--- src/qer_params.svh ---
`ifndef QER_PARAMS_SVH
`define QER_PARAMS_SVH

// Register byte offsets
`define QER_OFS_CTRL 12'h000
`define QER_OFS_MUL 12'h004
`define QER_OFS_DIV 12'h008
`define QER_OFS_LINE_SEL 12'h00C
`define QER_OFS_LINE_INFO 12'h010
`define QER_OFS_STATUS 12'h014

// Control register fields
`define QER_CTRL_DIR_BIT 0
`define QER_CTRL_ASEL_BIT 1
`define QER_CTRL_BSEL_LSB 2
`define QER_CTRL_EDGE_BIT 4
`define QER_CTRL_ORDER_BIT 5
`define QER_CTRL_POLICY_BIT 6
`define QER_CTRL_W 7

// Line information fields
`define QER_INFO_DIR_BIT 0
`define QER_INFO_FMT_LSB 1

// Status fields
`define QER_STAT_FWD_BIT 16

// Reset values
`define QER_RST_CTRL 7'h00
`define QER_RST_FACTOR 1
`define QER_RST_LINE_SEL 3'h1

// Reverse backlog ceiling in position mode, and number of lines
`define QER_REV_LIMIT 256
`define QER_LINES 6

`endif

--- src/qer_pkg.sv ---
package qer_pkg;

  typedef enum logic [1:0] {
    QER_B_GROUND,
    QER_B_LINE2,
    QER_B_LINE4,
    QER_B_SPARE
  } qer_bsel_t;

  typedef enum logic {
    QER_EDGE_RISE_ONLY,
    QER_EDGE_BOTH
  } qer_edge_t;

  typedef enum logic {
    QER_SCALE_MUL_FIRST,
    QER_SCALE_DIV_FIRST
  } qer_order_t;

  typedef enum logic {
    QER_POLICY_POSITION,
    QER_POLICY_MOTION
  } qer_policy_t;

  typedef enum logic [1:0] {
    QER_FMT_SINGLE_ENDED,
    QER_FMT_OPEN_COLLECTOR,
    QER_FMT_RS422,
    QER_FMT_RESERVED
  } qer_format_t;

endpackage : qer_pkg

--- src/qer_encoder.sv ---
// What this block does
// - Clockwise setting: phase B leading phase A counts as forward motion.
// - Counter-clockwise setting: phase A leading phase B counts as forward motion.
// - Phase A comes from line 1 or line 3, chosen by software.
// - Phase B comes from line 2, line 4, or ground meaning unused.
// - Count rising edges only, or both edges, as configured.
// - Rescaler multiplies then divides, or divides then multiplies, as configured.
// - Output pulse rate is multiplied by a programmable integer factor.
// - Output pulse rate is divided by a programmable integer factor.
// - A line index 1 to 6 selects which line reports apply to.
// - Selected line reports read-only whether it is input or output.
// - Selected line reports read-only format: single-ended, open-collector or RS422.
// - Motion mode: trigger on every increment in either direction.
// - Position mode: reverse saturates at 256, same forward count then suppressed.
`timescale 1ns/100ps
`include "qer_params.svh"

module qer_encoder #(
  parameter int SCALE_W = 8,
  parameter int PEND_W = 16,
  parameter logic [5:0] LINE_OUT_MASK = 6'h30,
  parameter logic [11:0] LINE_FORMATS = 12'h500
) (
  input wire logic CLK_SYS,
  input wire logic RESET_N,
  input wire logic CLK_EN,
  input wire logic [5:0] LINE_IN,
  input wire logic PSEL,
  input wire logic PENABLE,
  input wire logic PWRITE,
  input wire logic [11:0] PADDR,
  input wire logic [31:0] PWDATA,
  output logic [31:0] PRDATA,
  output logic PREADY,
  output logic PSLVERR,
  output logic ENC_TRIGGER,
  output logic ENC_FORWARD
);

  if (SCALE_W < 1 || SCALE_W > 16 || PEND_W < SCALE_W + 1 || PEND_W > 24)
  begin : g_bad_params
    $error("qer_encoder: unsupported SCALE_W or PEND_W");
  end

  localparam int REV_W = 9;
  localparam logic [REV_W-1:0] REV_MAX = REV_W'(`QER_REV_LIMIT);

  // Configuration registers
  logic encoder_forward_phase_select;
  logic phase_a_line_select;
  qer_pkg::qer_bsel_t phase_b_line_select;
  qer_pkg::qer_edge_t count_edge_select;
  qer_pkg::qer_order_t scale_order_select;
  qer_pkg::qer_policy_t encoder_trigger_policy;
  logic [SCALE_W-1:0] pulse_mul_factor;
  logic [SCALE_W-1:0] pulse_div_factor;
  logic [2:0] io_line_index;

  // Bus decode
  logic setup;
  logic commit_wr;
  logic addr_ok;
  logic [31:0] read_word;
  logic [`QER_CTRL_W-1:0] ctrl_word;
  logic io_direction_report;
  logic [1:0] io_electrical_kind;
  logic [2:0] line_pos;

  // Decoder
  logic [5:0] line_meta;
  logic [5:0] line_sync;
  logic phase_a;
  logic phase_a_prev;
  logic phase_a_valid;
  logic phase_b;
  logic phase_b_used;
  logic a_rise;
  logic a_fall;
  logic step;
  logic a_leads;
  logic forward;
  logic [1:0] sync_warm;

  // Position tracking and rescaler
  logic [REV_W-1:0] rev_backlog;
  logic passed;
  logic [PEND_W-1:0] pend;
  logic [SCALE_W-1:0] div_count;
  logic mul_in;
  logic mul_out;
  logic div_in;
  logic div_out;
  logic scaled;
  logic div_first;
  logic [SCALE_W-1:0] mul_eff;
  logic [SCALE_W-1:0] div_eff;
  logic [PEND_W:0] next_pend_sum;
  logic [PEND_W-1:0] next_pend;

  assign setup = PSEL && !PENABLE && !PREADY;
  assign commit_wr = PSEL && PENABLE && PREADY && PWRITE && !PSLVERR;
  assign ctrl_word = {encoder_trigger_policy, scale_order_select, count_edge_select,
                      phase_b_line_select, phase_a_line_select, encoder_forward_phase_select};

  // Report the line picked by the index
  assign line_pos = io_line_index - 3'h1;
  assign io_direction_report = LINE_OUT_MASK[line_pos];
  assign io_electrical_kind = LINE_FORMATS[{line_pos, 1'b0} +: 2];

  always_comb
  begin
    read_word = 32'h00000000;
    addr_ok = 1'b1;
    case (PADDR)
      `QER_OFS_CTRL: read_word[`QER_CTRL_W-1:0] = ctrl_word;
      `QER_OFS_MUL: read_word[SCALE_W-1:0] = pulse_mul_factor;
      `QER_OFS_DIV: read_word[SCALE_W-1:0] = pulse_div_factor;
      `QER_OFS_LINE_SEL: read_word[2:0] = io_line_index;
      `QER_OFS_LINE_INFO:
      begin
        read_word[`QER_INFO_DIR_BIT] = io_direction_report;
        read_word[`QER_INFO_FMT_LSB +: 2] = io_electrical_kind;
      end
      `QER_OFS_STATUS:
      begin
        read_word[REV_W-1:0] = rev_backlog;
        read_word[`QER_STAT_FWD_BIT] = ENC_FORWARD;
      end
      default: addr_ok = 1'b0;
    endcase
    // Index outside 1..6 is refused so reports never point past the lines
    if (PWRITE && PADDR == `QER_OFS_LINE_SEL &&
        (PWDATA[2:0] == 3'h0 || PWDATA[2:0] > 3'(`QER_LINES) || PWDATA[31:3] != 29'h0))
      addr_ok = 1'b0;
  end

  // Answer in the cycle after setup, data and error registered
  always_ff @(posedge CLK_SYS or negedge RESET_N)
  begin
    if (!RESET_N)
    begin
      PREADY <= 1'b0;
      PRDATA <= 32'h00000000;
      PSLVERR <= 1'b0;
    end
    else if (CLK_EN)
    begin
      PREADY <= setup;
      if (setup)
      begin
        PRDATA <= PWRITE ? 32'h00000000 : read_word;
        PSLVERR <= !addr_ok;
      end
      else
      begin
        PSLVERR <= 1'b0;
      end
    end
  end

  always_ff @(posedge CLK_SYS or negedge RESET_N)
  begin
    if (!RESET_N)
    begin
      encoder_forward_phase_select <= 1'b0;
      phase_a_line_select <= 1'b0;
      phase_b_line_select <= qer_pkg::QER_B_GROUND;
      count_edge_select <= qer_pkg::QER_EDGE_RISE_ONLY;
      scale_order_select <= qer_pkg::QER_SCALE_MUL_FIRST;
      encoder_trigger_policy <= qer_pkg::QER_POLICY_POSITION;
      pulse_mul_factor <= SCALE_W'(`QER_RST_FACTOR);
      pulse_div_factor <= SCALE_W'(`QER_RST_FACTOR);
      io_line_index <= `QER_RST_LINE_SEL;
    end
    else if (CLK_EN && commit_wr)
    begin
      case (PADDR)
        `QER_OFS_CTRL:
        begin
          encoder_forward_phase_select <= PWDATA[`QER_CTRL_DIR_BIT];
          phase_a_line_select <= PWDATA[`QER_CTRL_ASEL_BIT];
          phase_b_line_select <= qer_pkg::qer_bsel_t'(PWDATA[`QER_CTRL_BSEL_LSB +: 2]);
          count_edge_select <= qer_pkg::qer_edge_t'(PWDATA[`QER_CTRL_EDGE_BIT]);
          scale_order_select <= qer_pkg::qer_order_t'(PWDATA[`QER_CTRL_ORDER_BIT]);
          encoder_trigger_policy <= qer_pkg::qer_policy_t'(PWDATA[`QER_CTRL_POLICY_BIT]);
        end
        `QER_OFS_MUL: pulse_mul_factor <= PWDATA[SCALE_W-1:0];
        `QER_OFS_DIV: pulse_div_factor <= PWDATA[SCALE_W-1:0];
        `QER_OFS_LINE_SEL: io_line_index <= PWDATA[2:0];
        default: ;
      endcase
    end
  end

  // Two-stage synchroniser on every line
  always_ff @(posedge CLK_SYS or negedge RESET_N)
  begin
    if (!RESET_N)
    begin
      line_meta <= 6'h00;
      line_sync <= 6'h00;
    end
    else if (CLK_EN)
    begin
      line_meta <= LINE_IN;
      line_sync <= line_meta;
    end
  end

  // A line strapped as output is never a valid phase source
  always_comb
  begin
    phase_a = phase_a_line_select ? line_sync[2] : line_sync[0];
    phase_a_valid = phase_a_line_select ? !LINE_OUT_MASK[2] : !LINE_OUT_MASK[0];
    case (phase_b_line_select)
      qer_pkg::QER_B_LINE2:
      begin
        phase_b = line_sync[1];
        phase_b_used = !LINE_OUT_MASK[1];
      end
      qer_pkg::QER_B_LINE4:
      begin
        phase_b = line_sync[3];
        phase_b_used = !LINE_OUT_MASK[3];
      end
      default:
      begin
        phase_b = 1'b0;
        phase_b_used = 1'b0;
      end
    endcase
  end

  assign a_rise = phase_a_valid && phase_a && !phase_a_prev;
  assign a_fall = phase_a_valid && !phase_a && phase_a_prev;
  // No steps until sync and edge history hold real line levels
  assign step = (sync_warm == 2'h3) &&
                (a_rise || (count_edge_select == qer_pkg::QER_EDGE_BOTH && a_fall));
  // A rising while B low, or A falling while B high, means A leads
  assign a_leads = a_rise ? !phase_b : phase_b;
  // Without phase B every step is taken as forward
  assign forward = !phase_b_used ||
                   (a_leads == encoder_forward_phase_select);

  always_ff @(posedge CLK_SYS or negedge RESET_N)
  begin
    if (!RESET_N)
    begin
      phase_a_prev <= 1'b0;
      sync_warm <= 2'h0;
      ENC_FORWARD <= 1'b1;
    end
    else if (CLK_EN)
    begin
      phase_a_prev <= phase_a;
      if (sync_warm != 2'h3)
        sync_warm <= sync_warm + 2'h1;
      if (step)
        ENC_FORWARD <= forward;
    end
  end

  // Reverse backlog: saturates, cleared only by reset, paid back by forward steps
  always_ff @(posedge CLK_SYS or negedge RESET_N)
  begin
    if (!RESET_N)
      rev_backlog <= '0;
    else if (CLK_EN && step && encoder_trigger_policy == qer_pkg::QER_POLICY_POSITION)
    begin
      if (!forward && rev_backlog != REV_MAX)
        rev_backlog <= rev_backlog + REV_W'(1);
      else if (forward && rev_backlog != '0)
        rev_backlog <= rev_backlog - REV_W'(1);
    end
  end

  always_comb
  begin
    if (encoder_trigger_policy == qer_pkg::QER_POLICY_MOTION)
      passed = step;
    else
      passed = step && forward && rev_backlog == '0;
  end

  // Zero factors behave as one so the pulse stream never stops dead
  assign mul_eff = (pulse_mul_factor == '0) ? SCALE_W'(1) : pulse_mul_factor;
  assign div_eff = (pulse_div_factor == '0) ? SCALE_W'(1) : pulse_div_factor;

  // One rescaler chain, stage order swapped by muxes
  assign div_first = (scale_order_select == qer_pkg::QER_SCALE_DIV_FIRST);
  assign mul_in = div_first ? div_out : passed;
  assign div_in = div_first ? passed : mul_out;
  assign scaled = div_first ? mul_out : div_out;

  // Multiplier: each input adds factor pulses, drained one per cycle
  assign mul_out = (pend != '0);
  always_comb
  begin
    next_pend_sum = {1'b0, pend} - {{PEND_W{1'b0}}, mul_out};
    if (mul_in)
      next_pend_sum = next_pend_sum + (PEND_W+1)'(mul_eff);
    // Saturate rather than wrap if pulses arrive faster than they drain
    next_pend = next_pend_sum[PEND_W] ? '1 : next_pend_sum[PEND_W-1:0];
  end

  always_ff @(posedge CLK_SYS or negedge RESET_N)
  begin
    if (!RESET_N)
      pend <= '0;
    else if (CLK_EN)
      pend <= next_pend;
  end

  // Divider: one pulse out per factor pulses in
  assign div_out = div_in && (div_count + SCALE_W'(1) >= div_eff);

  always_ff @(posedge CLK_SYS or negedge RESET_N)
  begin
    if (!RESET_N)
      div_count <= '0;
    else if (CLK_EN && div_in)
      div_count <= div_out ? '0 : div_count + SCALE_W'(1);
  end

  always_ff @(posedge CLK_SYS or negedge RESET_N)
  begin
    if (!RESET_N)
      ENC_TRIGGER <= 1'b0;
    else if (CLK_EN)
      ENC_TRIGGER <= scaled;
  end

endmodule : qer_encoder

--- config.mk ---
export PLATFORM = sky130hd
export DESIGN_NAME = qer_encoder
export DESIGN_NICKNAME = d
export VERILOG_FILES = /design/src/qer_pkg.sv /design/src/qer_encoder.sv
export VERILOG_INCLUDE_DIRS = /design/src
export SDC_FILE = /design/constraint.sdc
export NUM_CORES = 1
export LEC_CHECK = 0
export ABC_AREA = 1
export BUFFER_PORTS_ARGS = -buffer_cell sky130_fd_sc_hd__buf_2
export CAP_MARGIN = 0
export CORE_MARGIN = 1.5
export CORE_UTILIZATION = 52
export CTS_CLUSTER_DIAMETER = 200
export DETAILED_ROUTE_END_ITERATION = 7
export PLACE_DENSITY = 0.76
export SLEW_MARGIN = 20
export SYNTH_ARGS = -nofsm -noshare
export SYNTH_HDL_FRONTEND = slang
export SYNTH_SLANG_ARGS = --single-unit
--- constraint.sdc ---
create_clock -name CLK_SYS -period 3.7 [get_ports CLK_SYS]
set_clock_uncertainty 0.2 [all_clocks]
set_input_delay 0.74 -clock CLK_SYS [delete_from_list [all_inputs] [get_ports CLK_SYS]]
set_output_delay 0.74 -clock CLK_SYS [all_outputs]
set_load 0.1 [all_outputs]
==> impl_metrics.toml, run 1 <==
[outcome]
outcome = "finished clean"

[timing]
worst_pin_slew_ns = 0.7379
finalSetupViolCount = 0
max_clock_freq_mhz = 283.2
slew_violations = 0
hold_viol = 0
rsz0062_at_grt = "true"
timing.final.crit_share = 0.9543
fin_ws_ns = 0.1692
maxSlewHeadroom = 0.5081
period_needed_ns = 3.531

[global_route]
grt.overflow.total = 0
antenna_found_initial = 0
grt_max_degree = 56
grt_use_total = 0.2591
grt_pass1_wl_um = 23870
grt_pass1_vias = 5115

[cts]
ctsLongestPathBuffers = 2
cts-root-buf = "clkbuf_16"
htree_levels = 3
clock-sinks = 84
clkTransAtPathRegs_ns = 0.07
cts_tree = "done"
clk_latency_ns = 0.34
cts_inserted_buffers = 9

[pwr]
p_per_area_mw_per_mm2 = 485.3
ir_drop_v = 0.0003824
leakage_nw = 3.694
finalPower_mw = 3.422

[routing]
drc_errors = 0
wl_met3_um = 772
first_iter_violations = 328
dr_wl_met2_um = 7146
highest_layer = "met4"
drt-wirelength-per-cell_um = 13.95
first_pass_iters = 6
vias = 5549
vias_per_cell = 5.215
wl_met1_um = 6679
routed_wl_um = 14840
ant_nets = 0

[synthesis]
synth_warnings = 0
syn_inst = 821
netlist_area_sq_mm = 0.005946
synth_area_leader_cell = "dfrtp_1"
ys_seq_elements = 84
synth.yosys.seq_area_share = 0.3544
synth_cell_types = 45
synth_area_per_cell_sq_um = 7.242
yosysTopAreaCellShare = 0.3367
yosys_most_used_dff = "dfrtp_1"
synth_edf_count = 0
synth.area.top_cells = "dfrtp_1, nand2_1, ha_1"
synthArstFlopShare = 1.000

[floorplanning]
dieArea_sq_mm = 0.01208
ios = 92
fp.dieH_um = 109.9
die_w_um = 109.9
rows = 38
start_util = 0.5414
core_sq_mm = 0.01098

[job]
drv_cap = 0

[worst_setup_path]
critPathKind = "reg2reg"
start_kind = "register"
crit_path_end_kind = "register"
r2r-start = "pend[13]"
cp-startpoint = "pend[13]"
cp.required_ns = 3.77
r2r_end = "pend[4]"
critical_path_arrival_ns = 3.60
ff2ff_path_depth = 22
cp_max_fo = 8
rrSetupSlack_ns = 0.17

[finish]
stdcell_count = 1064
layout-drive-gt1-share = 0.2154
nets = 1008
synthToLayoutAreaGrowth_pct = 18.58
n_antenna_cell = 0

[place]
io_buffers = 67
place_congestion = 0.9168
dp_cells = 1040
place_ws_ns = -0.1260
dp_hpwl_um = 10760

[worst_hold_path]
min_path_type = "in2async"
Yosys cell counts, types with 5 or more instances:
cell      instances
nand2_1         241
nor3_1            5
clkbuf_1         17
nor2_2            5
buf_4            23
nand3_1          37
inv_1            98
dfrtp_1          80
nand4_1          17
nand2_2          11
o22ai_1           7
o21ai_1           7
o21ai_0          55
ha_1             31
nor2_1           69
xor2_1           18
xnor2_1          12
a21oi_2          10
nor4_1            9
a21oi_1          22
worst max-delay path by stage:
stage               endpoint  slack (ns)  cells past startpoint
floorplan           pend[14]        0.11                     25
global placement    pend[10]       -0.06                     22
detailed placement  pend[10]       -0.13                     19
CTS                 pend[14]        0.02                     25
global route        pend[14]       -0.08                     24
finish               pend[4]        0.17                     22
report_power, final:
part	switching, mW	internal [mW]
Combinational	0.804	0.537
Sequential	0.104	1.03
Clock	0.397	0.549
Total	1.30	2.12
worst max-delay path: stages (launching register included):
cell	delay, ns
dfrtp_1	0.40
inv_2	0.06
nand2_1	0.06
nor3_2	0.21
nand3_2	0.14
nor2_4	0.12
inv_2	0.05
ha_4	0.16
buf_4	0.14
nand2_2	0.10
nor2_2	0.08
xor2_2	0.20
ha_1	0.31
nand2_1	0.10
o21ai_2	0.18
a21oi_2	0.07
nor2_4	0.12
nand2_2	0.09
nor2_4	0.12
nand2_1	0.10
nand2_4	0.15
nand2_4	0.13
a21oi_2	0.16
layout make-up:
type                       count  area, sq um
fill                         940         3933
sequential                    84         2107
clock inverter                 6        71.32
tap                          140        175.2
clock buffer                  10        239.0
timing repair buffer         108        649.4
inverter                     102        382.9
multi-input combinational    614         3426
placed cells by master (no fill, tap or decap), types with 3 or more instances in the layout:
master | netlist | layout
nand2_1 | 241 | 236
inv_1 | 98 | 94
dfrtp_1 | 80 | 80
buf_2 | 2 | 66
nor2_1 | 69 | 62
o21ai_0 | 55 | 53
buf_4 | 23 | 41
nand3_1 | 37 | 35
ha_1 | 31 | 28
conb_1 | 1 | 22
a21oi_1 | 22 | 20
nand4_1 | 17 | 17
xor2_1 | 18 | 16
nand2_2 | 11 | 15
a21oi_2 | 10 | 12
xnor2_1 | 12 | 11
nor2_2 | 5 | 11
nor4_1 | 9 | 9
clkbuf_16 | 0 | 9
inv_2 | 4 | 8
o21ai_1 | 7 | 7
o22ai_1 | 7 | 7
dfstp_2 | 4 | 4
nor3_1 | 5 | 4
nor2_4 | 3 | 4
nand2_4 | 3 | 4
a22o_1 | 4 | 4
nand3_2 | 2 | 3
o211ai_1 | 3 | 3
ha_4 | 0 | 3
metrics by stage:
step	setup TNS, ns	area, sq um	utilization	hold slack [ns]
6_report	0	7051	0.6419	0.2422
5_1_grt	-0.8136	7051	0.6419	0.2983
4_1_cts	0	6858	0.6244	0.2752
3_5_place_dp	-0.9299	6526	0.5942	0.2597
3_3_place_gp	-0.3554	6526	0.5942	0.2572
2_1_floorplan	0	6025	-	0.2417
kinds of logic after synthesis:
logic type / count (synthesis) / synth area share
AOI/OAI and AO/OA: 120 / 0.1197
xor gates and xnor gates: 30 / 0.04419
adders and majority gates: 33 / 0.07197
buffers and inverters: 145 / 0.1092
DFF: 84 / 0.3544
muxes: 1 / 0.001894
other: 1 / 0.0006307
and+or+nand+nor: 407 / 0.2980
what timing repair did:
item / 4_1_cts / 5_1_grt
hold buffers: 0 / 0
setup buffers: 0 / 7
gates cloned: 0 / 1
endpoints found under the hold margin: 0 / 0
gates resized for setup: 7 / 31
setup endpoints to repair: 16 / 16
pin swaps: 3 / 15
per-layer routing:
layer	up-vias	global-route usage
li1	2811	-
met1	2552	0.3512
met2	167	0.4326
met3	19	0.03497
met4	0	0.07607
met5	-	0
sequential cells by signal (all words and copies together), names as in the netlist, 2 cells and up:
register             cells
rev_backlog              9
pulse_div_factor         8
pulse_mul_factor         8
line_meta                4
pend                    16
io_line_index            3
div_count                8
phase_b_line_select      2
line_sync                4
sync_warm                2
PRDATA                  10
Power figures use the tool's default switching activity.
==> run 2, diff against run 1 <==
CORE_UTILIZATION = 40   (was 52)
PLACE_DENSITY = 0.61   (was 0.76)
==> run 2 against run 1 <==
- sequential power about the same
- register-to-register slack got worse by 0.02 ns
- highest routed layer unchanged
- flip-flop and latch count unchanged
- critical path depth stayed put
- first-iteration DRC count fell by 35%
- via count down 2.6%
==> impl_metrics.toml, run 2 (same netlist as run 1, synthesis figures left out) <==
[place]
io_buffers = 67
dp_hpwl_um = 11330
place_congestion = 0.8277
place_area_sq_mm = 0.006664

[routing]
vias = 5403
wl_met1_um = 7235
drt-wirelength-per-cell_um = 13.54
drc_errors = 0
first_iter_violations = 214
dr_wl_met2_um = 6957
vias_per_cell = 4.841
first_pass_iters = 4
ant_nets = 0
wl_met3_um = 552
routed_wl_um = 15110
highest_layer = "met4"

[cts]
clk_latency_ns = 0.36
holdBufCountCts = 0
cts_inserted_buffers = 9
cts_tree = "done"
clock-sinks = 84
clkTransAtPathRegs_ns = 0.07
cts-root-buf = "clkbuf_16"
htree_levels = 3
ctsLongestPathBuffers = 2

[worst_setup_path]
cp_top_family = "simple AND/OR/NAND/NOR gates"
cp_common_cell = "nand2_2"
critPathBufInv = 4
critPathKind = "reg2reg"
cp.required_ns = 3.79
cp.depth = 22
cp_max_fo = 8
start_kind = "register"
critical_path_arrival_ns = 3.64
crit_path_top_delay_cell = "dfrtp_1"
slowest_delay_ns = 0.42
path_cells = "inv_2, nand2_2, nor3_2, nand3_2, nor2_2, inv_2, ha_4, buf_4, nand3_1, xor2_2, ha_1, buf_4, nand2_1, nor2_1, a21oi_2, nor2_4, nand2_2, nor2_4, nand2_1, nand2_2, nand2_4, a21oi_2"
ff2ff_path_depth = 22
crit_path_end_kind = "register"
cp-startpoint = "pend[13]"
r2r-start = "pend[13]"

[worst_hold_path]
min_path_type = "reg2reg"
hp-start = "line_meta[1]"
min_path_cells = 2

[floorplanning]
ios = 92
rows = 44
die_w_um = 124.9
core_sq_mm = 0.01453
start_util = 0.4091
fp.dieH_um = 124.9
dieArea_sq_mm = 0.01561

[finish]
nets = 1016
reg_top3 = "pend: 16 flops, PRDATA: 10 flops, rev_backlog: 9 flops"
layout_common_cells = "nand2_1, inv_1, dfrtp_1, buf_2, nor2_1"
n_antenna_cell = 0
register_area_sq_mm = 0.002107
multiInputGateArea_sq_mm = 0.003440
postLayoutCoreUtil = 0.4952
largest_register_ffs = 16
nFillCells = 1476
layout-drive-gt1-share = 0.2242
fin_area_sq_mm = 0.007197
synthToLayoutAreaGrowth_pct = 21.04
regMostFlops = "pend"
final_common_cell = "nand2_1"

[timing]
timing.final.crit_share = 0.9608
holdWs_ns = 0.2735
finalSetupViolCount = 0
period_needed_ns = 3.555
maxSlewHeadroom = 0.4454
slew_violations = 0
worst_pin_slew_ns = 0.8319
hold_viol = 0
max_clock_freq_mhz = 281.3
tns_ns = 0

[global_route]
grt_pass1_vias = 5145
grt_pass1_wl_um = 25070
grt.overflow.total = 0
grt_use_total = 0.2000
grt_max_degree = 63
antenna_found_initial = 0

[job]
drv_cap = 0

[pwr]
ir_drop_v = 0.0003501
p_per_area_mw_per_mm2 = 486.0
leakage_nw = 3.736
finalPower_mw = 3.498

[outcome]
outcome = "finished clean"
-- run 2: cell types whose count changed in the layout (fill, tap and decap cells not counted), sizes merged --
cell / delta
inv: +2
buf: +8
clkinv: -2
bufinv: +1
clkbuf: -1
-- run 2: routing by layer --
metal	global-route usage	vias up
met5	0	-
met4	0.07152	0
met3	0.03222	22
met2	0.3248	114
met1	0.2714	2447
li1	-	2820
-- run 2: worst register-to-register path: stages (launching register included) --
cell,delay (ns)
dfrtp_1,0.42
inv_2,0.08
nand2_2,0.05
nor3_2,0.19
nand3_2,0.13
nor2_2,0.15
inv_2,0.07
ha_4,0.17
buf_4,0.14
nand3_1,0.15
xor2_2,0.12
ha_1,0.33
buf_4,0.15
nand2_1,0.07
nor2_1,0.14
a21oi_2,0.11
nor2_4,0.13
nand2_2,0.08
nor2_4,0.12
nand2_1,0.08
nand2_2,0.15
nand2_4,0.14
a21oi_2,0.16
-- run 2: area by class of cell --
class                   instances  share of cell area
clock inverters                 7             0.01426
well taps                     184             0.03199
clock buffers                   9             0.03129
inverters                     102             0.05320
flip-flops and latches         84              0.2928
multi-input cells             614              0.4779
repair buffers                116             0.09857
-- run 2: what timing repair did --
item | 4_1_cts | 5_1_grt
endpoints found under the setup margin | 8 | 16
setup buffers | 1 | 3
pin swaps | 2 | 18
gates cloned | 1 | 0
gates resized for setup | 5 | 35
hold endpoints to repair | 0 | 0
-- run 2: power by group --
group	switching (mW)	leakage [nW]	internal, mW
Sequential	0.104	1.09	1.03
Combinational	0.795	2.48	0.547
Clock	0.419	0.157	0.601
Total	1.32	3.74	2.18
-- run 2: final timing paths --
path	to	slack (ns)
setup / recovery	pend[7]	0.14
hold / removal	line_meta[1]	0.27
setup reg to reg	pend[7]	0.14
hold reg to reg	line_meta[1]	0.27
max in group asynchronous	io_line_index[0]	2.25
min in group asynchronous	pend[10]	0.28
-- run 2: through the flow --
step,worst slack [ns],std cells
2_1_floorplan,0.1136,842
3_3_place_gp,-0.01186,1095
3_5_place_dp,-0.03897,1095
4_1_cts,0.001295,1113
5_1_grt,-0.08710,1116
6_report,0.1449,1116
==> run 3, diff against run 2 <==
PLACE_DENSITY = 0.72   (was 0.61)
==> run 3 against run 2 <==
- total power is 0.87% higher
- first-iteration DRC count up 43%
- utilization up 0.052 points
- sequential share of layout area barely moved
- flip-flop and latch count unchanged
- final area grew 0.10%
- combinational power about the same
- final cell count down 0.18%
- die area stayed put
- hold slack lost 0.0041 ns
- register-to-register slack better by 0.05 ns
==> impl_metrics.toml, run 3 (same netlist as run 1, synthesis figures left out) <==
[place]
io_buffers = 67
place_congestion = 0.8591
dp_cells = 1095
dp_hpwl_um = 11260
place_area_sq_mm = 0.006676

[pwr]
power_switching_share = 0.3608
finalPower_mw = 3.528
p_per_area_mw_per_mm2 = 489.7
p_clk_frac = 0.295
leakage_nw = 3.741
netSwitchingPower_mw = 1.273
pwr-share-seq = 0.323
p_comb_frac = 0.382
ir_drop_v = 0.0002290
p_int_mw = 2.255

[cts]
ctsLongestPathBuffers = 2
clkTransAtPathRegs_ns = 0.06
cts-root-buf = "clkbuf_16"
cts_tree = "done"
clock-sinks = 84
holdBufCountCts = 0
cts_inserted_buffers = 9
htree_levels = 3
clk_latency_ns = 0.35

[worst_setup_path]
critPathKind = "reg2reg"
cp_top_family = "simple AND/OR/NAND/NOR gates"
crit_path_top_delay_cell = "dfrtp_1"
rrSetupSlack_ns = 0.19
critPathBufInv = 4
r2r-start = "pend[13]"
ff2ff_path_depth = 23
path_cells = "inv_2, nand2_1, nor3_2, nand3_2, nor2_4, inv_2, ha_4, buf_4, nand2_2, nor2_1, xor2_2, ha_1, nand2_1, nor2_1, a21oi_2, nor2_4, nand2_2, nor2_4, nand2_1, nand2_2, nand2_8, buf_12, a21oi_2"
critical_path_arrival_ns = 3.58
slowest_delay_ns = 0.41
cp.required_ns = 3.77
crit_path_end_kind = "register"
r2r_end = "pend[3]"
start_kind = "register"
cp_max_fo = 10

[finish]
stdcell_count = 1114
regMostFlops = "pend"
postLayoutCoreUtil = 0.4957
reg_top3 = "pend: 16 flops, PRDATA: 10 flops, rev_backlog: 9 flops"
nFillCells = 1420
largest_register_ffs = 16
layout_common_cells = "nand2_1, inv_1, dfrtp_1, buf_2, nor2_1"
nets = 1014
fin_area_sq_mm = 0.007204
n_antenna_cell = 0
layout-drive-gt1-share = 0.2194
synthToLayoutAreaGrowth_pct = 21.17
final_common_cell = "nand2_1"

[timing]
hold_viol = 0
period_needed_ns = 3.508
holdWs_ns = 0.2694
timing.final.crit_share = 0.9481
max_clock_freq_mhz = 285.1
maxSlewHeadroom = 0.4410
worst_pin_slew_ns = 0.8385
finalSetupViolCount = 0
slew_violations = 0

[global_route]
grt_max_degree = 67
use_met2 = 0.3239
grt.overflow.total = 0
top_usage_layer = "met2"
antenna_found_initial = 0
grt_pass1_vias = 5239
groute.layer.met3.usage = 0.03050
grt_pass1_wl_um = 24290
gr-usage-met1 = 0.2489
grt_use_total = 0.1915

[floorplanning]
fp.dieH_um = 124.9
core_sq_mm = 0.01453
ios = 92
rows = 44
dieArea_sq_mm = 0.01561
start_util = 0.4091
die_w_um = 124.9

[outcome]
outcome = "finished clean"

[job]
drv_cap = 0

[routing]
vias = 5565
first_pass_iters = 5
drc_errors = 0
routed_wl_um = 14870
ant_nets = 0
vias_per_cell = 4.996
first_iter_violations = 307
drt-wirelength-per-cell_um = 13.34

[worst_hold_path]
min_path_cells = 2
hp-start = "line_meta[1]"
min_path_type = "reg2reg"
holdPathEnd = "line_meta[1]"
[run 3: changes by cell type in the layout (fill, tap and decap cells not counted), sizes merged]
cell      change
inv           -4
clkbuf        +2
clkinv        +2
buf           -1
bufinv        +1
clkinvlp      -1
nand2         -1
[run 3: worst register-to-register path, cell delays in order (launching register included)]
cell and delay [ns]:
dfrtp_1 0.41, inv_2 0.07, nand2_1 0.06, nor3_2 0.17
nand3_2 0.13, nor2_4 0.13, inv_2 0.06, ha_4 0.16
buf_4 0.14, nand2_2 0.09, nor2_1 0.09, xor2_2 0.18
ha_1 0.33, nand2_1 0.09, nor2_1 0.13, a21oi_2 0.11
nor2_4 0.12, nand2_2 0.08, nor2_4 0.09, nand2_1 0.07
nand2_2 0.12, nand2_8 0.10, buf_12 0.16, a21oi_2 0.13
[run 3: cell type report]
type                    count  area (sq um)  area share
well taps                 184         230.2     0.03196
multi-input cells         613          3427      0.4757
inverters                 102         382.9     0.05314
flip-flops and latches     84          2107      0.2925
clock inverters             5         100.1     0.01389
repair buffers            115         714.4     0.09917
clock buffers              11         242.7     0.03369
[run 3: power groups by stage]
stage,Combinational (mW),Clock (mW),Sequential (mW)
2_1_floorplan,0.873,0,1.19
3_3_place_gp,1.23,0,1.14
3_5_place_dp,1.26,0,1.15
4_1_cts,1.27,1.06,1.13
5_1_grt,1.50,1.09,1.15
6_report,1.35,1.04,1.14
[run 3: how the worst max path moves through the flow]
stage	from	to	slack, ns	cells past startpoint
after floorplan	pend[4]	pend[14]	0.11	25
after global placement	pend[13]	pend[4]	0.002	24
after detailed placement	pend[7]	pend[7]	-0.07	24
after CTS	pend[13]	pend[3]	0.003	24
after global routing	pend[13]	pend[15]	-0.02	28
final	pend[13]	pend[3]	0.19	23
[run 3: timing repair]
action / CTS / global route
buffers inserted: 1 / 2
endpoints found under the setup margin: 16 / 16
pin swaps: 2 / 14
resized for setup: 8 / 30
[run 3: stage by stage]
stage | setup slack, ns | setup TNS (ns)
5_1_grt | -0.01683 | -0.04695
6_report | 0.1919 | 0
4_1_cts | 0.002652 | 0
2_1_floorplan | 0.1136 | 0
3_3_place_gp | 0.001856 | 0
3_5_place_dp | -0.06945 | -0.4913
[run 3: per-layer routing]
metal  up-vias  wire length, um
met5         -                0
met4         0              312
met3        22              754
met2       157             7164
met1      2567             6635
li1       2819                -
